`config.mk`:
```
export PLATFORM = sky130hd
export DESIGN_NAME = port_set_and_compare_skip_ops
export DESIGN_NICKNAME = d
export VERILOG_FILES = /design/src/rtl/port_compare_pkg.sv /design/src/rtl/port_set_and_compare_skip_ops.sv
export SDC_FILE = /design/constraint.sdc
export NUM_CORES = 1
export LEC_CHECK = 0
export BUFFER_PORTS_ARGS = -buffer_cell sky130_fd_sc_hd__buf_2
export CORE_ASPECT_RATIO = 1.25
export CORE_MARGIN = 2
export CORE_UTILIZATION = 43
export CTS_BUF_LIST = sky130_fd_sc_hd__clkbuf_8
export DETAILED_ROUTE_END_ITERATION = 10
export HOLD_SLACK_MARGIN = 0.05
export PLACE_DENSITY_LB_ADDON = 0.15
export SLEW_MARGIN = 40
export SYNTH_ARGS = -nofsm -noshare
export SYNTH_HDL_FRONTEND = slang
export SYNTH_SLANG_ARGS = --single-unit
```
`constraint.sdc`:
```
create_clock -name mclk -period 1.8 [get_ports mclk]
set_clock_uncertainty 0.2 [all_clocks]
set_input_delay 0.36 -clock mclk [delete_from_list [all_inputs] [get_ports mclk]]
set_output_delay 0.36 -clock mclk [all_outputs]
set_load 0.005 [all_outputs]
```
`src/rtl/port_compare_pkg.sv`:
```
package port_compare_pkg;

	// ----------------------------------------
	// Widths
	// ----------------------------------------
	localparam int WORD_BITS = 10;
	localparam int NIBBLE_BITS = 4;
	localparam int PORT_D_BITS = 6;

	// ----------------------------------------
	// Encodings
	// ----------------------------------------
	localparam logic [9:0] SET_SINGLE_PORT_CODE = 10'h28D;
	localparam logic [9:0] INDEXED_PORT_SET_CODE = 10'h015;
	localparam logic [9:0] MEMORY_COMPARE_CODE = 10'h026;
	localparam logic [5:0] IMMEDIATE_COMPARE_UPPER = 6'h07;

	// ----------------------------------------
	// Reset values and limits
	// ----------------------------------------
	localparam logic PORT_C_RESET = 1'b0;
	localparam logic [5:0] PORT_D_RESET = 6'h00;
	localparam logic [3:0] INDEX_LAST = 4'h5;

	// ----------------------------------------
	// Carriers
	// ----------------------------------------
	typedef struct packed {
		logic [5:0] upper;
		logic [3:0] imm;
	} instr_type;

	typedef struct packed {
		logic [3:0] accumulator;
		logic [3:0] index_reg;
		logic [3:0] mem_nibble;
	} core_regs_type;

	typedef enum logic [2:0] {
		OP_NONE,
		OP_SET_SINGLE,
		OP_INDEXED_SET,
		OP_IMM_COMPARE,
		OP_MEM_COMPARE
	} op_type;

endpackage : port_compare_pkg

```
`src/rtl/port_set_and_compare_skip_ops.sv`:
```
// Functional notes
// - Indexed set raises port bit at index
// - Index addresses only bits zero to five
// - Index above five makes it a no-op
// - Immediate compare: upper bits 000111, nibble low
// - Immediate equal skips next, no state change
// - Immediate unequal executes next normally
// - Memory compare skips on equality only
module port_set_and_compare_skip_ops
(
	// Clock and reset
	input wire logic mclk,
	input wire logic reset,
	// Instruction issue
	input wire logic issue_valid,
	input wire port_compare_pkg::instr_type instr_word,
	output logic issue_ready,
	// Core state, memory nibble is M at the data pointer
	input wire port_compare_pkg::core_regs_type core_regs,
	// Port latches
	output logic port_c,
	output logic [port_compare_pkg::PORT_D_BITS-1:0] port_d,
	// Sequencer answer
	output logic op_done,
	output logic skip_next
);
	import port_compare_pkg::*;

	// ----------------------------------------
	// Decode
	// ----------------------------------------
	typedef enum logic {
		ST_IDLE,
		ST_IMM_SECOND
	} state_type;

	function automatic op_type decode_op(input instr_type w);
		op_type r;
		r = OP_NONE;
		if (w == SET_SINGLE_PORT_CODE)
			r = OP_SET_SINGLE;
		else if (w == INDEXED_PORT_SET_CODE)
			r = OP_INDEXED_SET;
		else if (w == MEMORY_COMPARE_CODE)
			r = OP_MEM_COMPARE;
		else if (w.upper == IMMEDIATE_COMPARE_UPPER)
			r = OP_IMM_COMPARE;
		return r;
	endfunction : decode_op

	state_type state_reg;
	op_type op_now;
	logic accept;
	logic index_ok;
	logic [3:0] imm_reg;
	logic [3:0] acc_reg;
	logic port_c_reg;
	logic [PORT_D_BITS-1:0] port_d_reg;
	logic done_reg;
	logic skip_reg;

	assign op_now = decode_op(instr_word);
	// Second cycle of the immediate compare holds off the next issue
	assign issue_ready = (state_reg == ST_IDLE);
	assign accept = issue_valid && issue_ready;
	assign index_ok = (core_regs.index_reg <= INDEX_LAST);

	// ----------------------------------------
	// Sequence
	// ----------------------------------------
	always_ff @(posedge mclk)
	begin
		if (reset)
			state_reg <= ST_IDLE;
		else
		begin
			case (state_reg)
				ST_IDLE:
					if (accept && op_now == OP_IMM_COMPARE)
						state_reg <= ST_IMM_SECOND;
				ST_IMM_SECOND:
					state_reg <= ST_IDLE;
				default:
					state_reg <= ST_IDLE;
			endcase
		end
	end

	// Operands held so a late accumulator change cannot alter the result
	always_ff @(posedge mclk)
	begin
		if (reset)
		begin
			imm_reg <= 4'h0;
			acc_reg <= 4'h0;
		end
		else if (accept && op_now == OP_IMM_COMPARE)
		begin
			imm_reg <= instr_word.imm;
			acc_reg <= core_regs.accumulator;
		end
	end

	// ----------------------------------------
	// Port latches
	// ----------------------------------------
	always_ff @(posedge mclk)
	begin
		if (reset)
			port_c_reg <= PORT_C_RESET;
		else if (accept && op_now == OP_SET_SINGLE)
			port_c_reg <= 1'b1;
	end

	generate
		for (genvar i = 0; i < PORT_D_BITS; i++)
		begin : g_port_d
			always_ff @(posedge mclk)
			begin
				if (reset)
					port_d_reg[i] <= PORT_D_RESET[i];
				else if (accept && op_now == OP_INDEXED_SET && index_ok
					&& core_regs.index_reg == 4'(i))
					port_d_reg[i] <= 1'b1;
			end
		end
	endgenerate

	// ----------------------------------------
	// Completion and skip
	// ----------------------------------------
	// Accumulator and carry are never written here; only skip is reported
	always_ff @(posedge mclk)
	begin
		if (reset)
		begin
			done_reg <= 1'b0;
			skip_reg <= 1'b0;
		end
		else if (state_reg == ST_IMM_SECOND)
		begin
			done_reg <= 1'b1;
			skip_reg <= (acc_reg == imm_reg);
		end
		else if (accept && op_now != OP_IMM_COMPARE)
		begin
			done_reg <= 1'b1;
			skip_reg <= (op_now == OP_MEM_COMPARE)
				&& (core_regs.accumulator == core_regs.mem_nibble);
		end
		else
		begin
			done_reg <= 1'b0;
			skip_reg <= 1'b0;
		end
	end

	assign port_c = port_c_reg;
	assign port_d = port_d_reg;
	assign op_done = done_reg;
	assign skip_next = skip_reg;

	// ----------------------------------------
	// Assertions
	// ----------------------------------------
	a_port_c_set: assert property (@(posedge mclk) disable iff (reset)
		accept && op_now == OP_SET_SINGLE |=> port_c && op_done && !skip_next)
		else $error("port c not set after single port op");

	a_port_d_bit: assert property (@(posedge mclk) disable iff (reset)
		accept && op_now == OP_INDEXED_SET && core_regs.index_reg <= 4'h5
		|=> port_d == ($past(port_d) | (6'h01 << $past(core_regs.index_reg))))
		else $error("indexed port bit not set");

	a_port_d_cause: assert property (@(posedge mclk) disable iff (reset)
		(port_d != $past(port_d)) |-> $past(accept) && $past(op_now) == OP_INDEXED_SET
		&& $past(core_regs.index_reg) <= 4'h5)
		else $error("port d changed without valid indexed set");

	a_port_d_nop: assert property (@(posedge mclk) disable iff (reset)
		accept && op_now == OP_INDEXED_SET && core_regs.index_reg > 4'h5
		|=> $stable(port_d) && op_done && !skip_next)
		else $error("out of range index changed port d");

	a_imm_two_cycle: assert property (@(posedge mclk) disable iff (reset)
		accept && instr_word.upper == 6'h07 && instr_word != 10'h015
		|=> !issue_ready && !op_done ##1 op_done && issue_ready)
		else $error("immediate compare timing wrong");

	a_imm_equal: assert property (@(posedge mclk) disable iff (reset)
		accept && op_now == OP_IMM_COMPARE && core_regs.accumulator == instr_word.imm
		|-> ##2 skip_next && op_done)
		else $error("equal immediate did not skip");

	a_imm_unequal: assert property (@(posedge mclk) disable iff (reset)
		accept && op_now == OP_IMM_COMPARE && core_regs.accumulator != instr_word.imm
		|-> ##2 !skip_next && op_done)
		else $error("unequal immediate skipped");

	a_mem_compare: assert property (@(posedge mclk) disable iff (reset)
		accept && op_now == OP_MEM_COMPARE
		|=> op_done && (skip_next == $past(core_regs.accumulator == core_regs.mem_nibble)))
		else $error("memory compare skip wrong");

	a_port_c_cause: assert property (@(posedge mclk) disable iff (reset)
		$rose(port_c) |-> $past(accept) && $past(op_now) == OP_SET_SINGLE)
		else $error("port c rose without single port op");

	// Words offered in the stall cycle must leave the ports alone
	a_stall_refuse: assert property (@(posedge mclk) disable iff (reset)
		!issue_ready |=> $stable(port_c) && $stable(port_d))
		else $error("port changed while issue stalled");

	a_mem_ports: assert property (@(posedge mclk) disable iff (reset)
		accept && op_now == OP_MEM_COMPARE |=> $stable(port_c) && $stable(port_d))
		else $error("memory compare changed a port");

	// Skip only ever comes from the two compares
	a_skip_source: assert property (@(posedge mclk) disable iff (reset)
		skip_next |-> $past(state_reg) == ST_IMM_SECOND
		|| ($past(accept) && $past(op_now) == OP_MEM_COMPARE))
		else $error("skip without a compare");

endmodule : port_set_and_compare_skip_ops

```
# After elaboration in Yosys (flattened, before gate mapping)
# Cells that the tools add are included.
# Widths: inputs -> output; s select.
# word_totals
ff_bits	18
inputBits	25
# classes
order_cmp	1
n_eq_ne	16
n_reduce_logical	14
n_mux	10
n_bitwise	1
# ops
op	n
$logic_and 1x1->1	13
$eq 10x10->1 const B	1
$eq 10x5->1 const B	1
$eq 10x6->1 const B	1
$mux 3	3
$eq 4x2->1 const B	2
$eq 4x3->1 const B	2
$eq 4x4->1	2
$eq 3x2->1 const B	2
$eq 6x3->1 const B	1
$mux 1	5
$eq 4x1->1 const B	1
$le 4x3->1 const B	1
$logic_not 4->1	1
$eq 3x1->1 const B	1
$eq 3x3->1 const B	1
$ne 3x2->1 const B	1
$mux 2	1
$pmux 1 s2	1
$not 1->1	1

# Depth between registers and ports, before layout
# logic_depth
depth_word	9
depth_mapped	5

# Least setup slack after synthesis
# OpenSTA, ideal clock, no wires.
# synth_path
path_kind	in2reg
start	input instr_word[8] in the netlist's numbering
end	register port_d_reg[3] (netlist: port_d[3])
n_path_buf	0
stages	4
t_required_ns	1.535
arrival_ns	1.514
slack_ns	0.021
setup_ns	0.065
cell_sequence	or4b_1 > nor4_4 > a41oi_1 > nor2_1
# synth_via
elab_chain_cells	9
# synth_lines
item	line	rtl
start, declared	port_set_and_compare_skip_ops.sv:16	input wire port_compare_pkg::instr_type instr_word,
$eq 6x3->1	port_set_and_compare_skip_ops.sv:46	else if (w.upper == IMMEDIATE_COMPARE_UPPER)
$mux 2	port_set_and_compare_skip_ops.sv:46	
$mux 3	port_set_and_compare_skip_ops.sv:44	else if (w == MEMORY_COMPARE_CODE)
$mux 3	port_set_and_compare_skip_ops.sv:42	else if (w == INDEXED_PORT_SET_CODE)
$mux 3 (*)	port_set_and_compare_skip_ops.sv:40	if (w == SET_SINGLE_PORT_CODE)
$eq 3x2->1 (*)	port_set_and_compare_skip_ops.sv:122	else if (accept && op_now == OP_INDEXED_SET && index_ok
$logic_and 1x1->1 (*) (2 in series)	port_set_and_compare_skip_ops.sv:122	
$logic_and 1x1->1 (*)	port_set_and_compare_skip_ops.sv:123	&& core_regs.index_reg == 4'(i))
end signal, assigned by index	port_set_and_compare_skip_ops.sv:121	port_d_reg[i] <= PORT_D_RESET[i];
end, declared	port_set_and_compare_skip_ops.sv:58	logic [PORT_D_BITS-1:0] port_d_reg;
# Mark *: on every way between the ends. The rest lies on a longest branch, timed or not.
# A chain may end at the register's enable or synchronous reset.

# Final worst setup path
# layout_path
start	input instr_word[3] in the netlist's numbering
end	register port_d_reg[3] (netlist: port_d[3])
# layout_via
elab_chain_cells	8
# layout_lines
item	line
$eq 10x6->1	port_set_and_compare_skip_ops.sv:44
$mux 3	port_set_and_compare_skip_ops.sv:44
$mux 3	port_set_and_compare_skip_ops.sv:42
$mux 3 (*)	port_set_and_compare_skip_ops.sv:40
$eq 3x2->1 (*)	port_set_and_compare_skip_ops.sv:122
$logic_and 1x1->1 (*) (2 in series)	port_set_and_compare_skip_ops.sv:122
$logic_and 1x1->1 (*)	port_set_and_compare_skip_ops.sv:123
# Marks and branches as above.

==> results.md <==
- **status** completed
- **CTS Buf Count** 3
- **sequential share of the synthesized area** 0.436
- **pin count of the biggest net entering global routing** 19
- **DRT Wirelength** 1830 um
- **Clk pin slew, worst setup/hold paths** 70 ps
- **die span in x** 43.2 um
- **startpoint of the tightest hold check path** core_regs[8]
- **Final Slew Violations** 0
- **number of global-route vias before repair** 771
- **hold-fix buffer count after cts** 0
- **Seq cells post-synth** 18
- **Max Buffers Root-to-Sink** 2
- **total number of vias** 790
- **number of H-tree levels** 1
- **IO buf count** 34
- **total core area** 1790 sq um
- **Num Clock Sinks** 18
- **normalized max-slew margin** 0.787
- **share of post-route cells with drive strength above 1** 0.414
- **Highest Clock Rate** 588 MHz
- **post-synth net total** 112
- **category of the worst setup path capture point** flop
- **RSZ-0062 raised after global routing** false
- **Placed Cells** 147
- **final number of setup-violating endpoints** 0
- **Synth warnings** 0
- **CP Launch Type** input pin
- **CTS root buf** sky130_fd_sc_hd__clkbuf_8
- **internal reg-to-reg setup slack** 190 ps
- **number of top-level design ports** 35
- **number of hold violations in the final report** 0
- **GRT Resource Usage Total** 0.187
- **wire length of the first global-routing pass** 3170 um
- **Syn-to-layout area delta** 39.4%
- **Die Ht** 53.0 um
- **Peak supply drop** 0.502 mV
- **measured slew at the worst slew-check pin** 320 ps
- **class of the tightest hold or removal check** in2reg
- **pre-CTS setup slack** -195 ps
- **final antenna diode count** 0
- **cell area after placement** 1090 sq um
- **data required time of the critical path** 1790 ps
- **Worst Path Arrival** 1690 ps
- **Iteration-0 DRC Markers** 2
- **Placement Rows** 17
- **most common library cell in the layout ignoring fill and taps** sky130_fd_sc_hd__buf_2
- **Final #Nets** 159
- **shortest period the worst path allows** 1700 ps
- **Detailed Routing Iterations Pass 1** 3
- **Reg-to-Reg Start** state_reg
- **CTS-repair resized insts** 0
- **final cell area excluding filler cells** 1150 sq um
- **final worst-path cycle share** 0.945
- **Worst Slack Setup Final** 98.4 ps
- **Remaining DRCs** 0
- **clock latency reported for the late side of the worst-skew pair** 250 ps
- **netlist area before placement** 826 sq um
- **Pleak** 0.000517 uW
- **maximum capacitance violations** 0
- **most used cells in the layout excluding fill and tap cells** sky130_fd_sc_hd__buf_2 (34), sky130_fd_sc_hd__nor2_1 (18), sky130_fd_sc_hd__dfxtp_1 (18)
- **CTS tree** built
- **setup TNS after final layout** 0 ps
- **routability-driven placement congestion ratio** 0.933
- **largest fanout on the critical path** 6
- **HPWL reported at the end of detailed placement** 1490 um
- **crit path kind** in2reg
- **routed length per placed instance** 12.1 um
- **floorplan die area** 2290 sq um
- **number of flip-flops under the largest register name** 6
- **total global routing overflow** 0
- **crit path launch** instr_word[3]
- **average cell area after synthesis** 9.49 sq um
- **initial core utilization** 0.462
- **per-cell via count in the routed design** 5.20
- **Pwr per Cell Area** 706 nW/um^2
- **cell count after synthesis** 87
- **final instance count without filler cells** 152
- **final antenna-violating net count** 0
- **Distinct cells, synth** 28
- **antenna violations before repair** 0
-- cell families (layout without fill, tap and decap cells) --
logic type | Yosys count | after routing | share of synthesized area
buf+inv | 5 | 51 | 0.0242
flops | 18 | 18 | 0.436
compound gates | 9 | 9 | 0.0606
mux | 8 | 8 | 0.0970
xor+xnor | 8 | 8 | 0.0849
simple gates | 39 | 39 | 0.297
-- synthesized netlist by cell type --
| cell | instances | share of area |
|---|---|---|
| sky130_fd_sc_hd__xnor2_1 | 2 | 0.021 |
| sky130_fd_sc_hd__and4bb_2 | 1 | 0.015 |
| sky130_fd_sc_hd__nand4_1 | 1 | 0.0076 |
| sky130_fd_sc_hd__and2_1 | 1 | 0.0076 |
| sky130_fd_sc_hd__nor2_1 | 18 | 0.082 |
| sky130_fd_sc_hd__nor4b_1 | 2 | 0.021 |
| sky130_fd_sc_hd__buf_2 | 1 | 0.0061 |
| sky130_fd_sc_hd__clkbuf_1 | 1 | 0.0045 |
| sky130_fd_sc_hd__a31oi_1 | 1 | 0.0076 |
| sky130_fd_sc_hd__a41oi_1 | 1 | 0.011 |
| sky130_fd_sc_hd__mux2i_1 | 8 | 0.097 |
| sky130_fd_sc_hd__and4b_2 | 1 | 0.014 |
| sky130_fd_sc_hd__nand3b_1 | 1 | 0.0091 |
| sky130_fd_sc_hd__nor4bb_1 | 1 | 0.012 |
| sky130_fd_sc_hd__xor2_1 | 6 | 0.064 |
| sky130_fd_sc_hd__nor3b_1 | 2 | 0.018 |
| sky130_fd_sc_hd__buf_1 | 1 | 0.0045 |
| sky130_fd_sc_hd__or3b_2 | 1 | 0.011 |
| sky130_fd_sc_hd__nor3_1 | 4 | 0.024 |
| sky130_fd_sc_hd__inv_1 | 2 | 0.0091 |
| sky130_fd_sc_hd__nor4_1 | 1 | 0.0076 |
| sky130_fd_sc_hd__or4b_4 | 1 | 0.017 |
| sky130_fd_sc_hd__a21oi_1 | 7 | 0.042 |
| sky130_fd_sc_hd__dfxtp_1 | 18 | 0.44 |
| sky130_fd_sc_hd__nand3_1 | 1 | 0.0061 |
| sky130_fd_sc_hd__or4b_1 | 1 | 0.012 |
| sky130_fd_sc_hd__nand2b_1 | 1 | 0.0076 |
| sky130_fd_sc_hd__nor4_4 | 1 | 0.026 |
-- critical path: stages --
cell and delay (ps):
sky130_fd_sc_hd__buf_2 100, sky130_fd_sc_hd__or4b_4 560, sky130_fd_sc_hd__nor4_4 280, sky130_fd_sc_hd__buf_4 170, sky130_fd_sc_hd__a41oi_1 120, sky130_fd_sc_hd__nor2_1 90
-- final timing paths --
check	to	depth (start not counted)
hold / removal	acc_reg[0]	3
setup reg to reg	imm_reg[2]	5
hold reg to reg	port_c	2
setup / recovery	port_d[3]	6
-- metrics by stage --
| stage | util | power (uW) | hold slack, ps |
|---|---|---|---|
| 2_1_floorplan | - | 442 | 260 |
| 3_3_place_gp | 0.609 | 500 | 249 |
| 3_5_place_dp | 0.609 | 501 | 254 |
| 4_1_cts | 0.640 | 826 | 174 |
| 5_1_grt | 0.644 | 846 | 202 |
| 6_report | 0.644 | 812 | 173 |
-- power by group --
group | switching (uW) | leakage (uW) | internal (uW) | total [uW]
Clock | 126 | 0.0000288 | 194 | 320
Sequential | 0.782 | 0.000145 | 400 | 401
Combinational | 43.0 | 0.000343 | 48.1 | 91.1
Total | 170 | 0.000517 | 642 | 812
-- per-layer routing --
| layer | part of all wire | GRT usage | vias to the layer above |
|---|---|---|---|
| met5 | 0 | 0 | - |
| met4 | 0.0055 | 0.0909 | 0 |
| met3 | 0.050 | 0.0205 | 2 |
| met2 | 0.49 | 0.326 | 20 |
| met1 | 0.45 | 0.226 | 367 |
| li1 | - | - | 401 |
-- layout make-up --
class,instances,area (sq um)
inverter,2,7.51
sequential,18,360
multi-input combinational,64,452
tap,19,23.8
timing repair buffer,45,253
clock buffer,4,55.1
fill,189,636
-- timing repair --
action | 4_1_cts | 5_1_grt
buffers inserted | 0 | 1
setup endpoints to repair | 0 | 5
hold endpoints to repair | 0 | 0
Note: power is estimated with default switching activity, not from simulation.
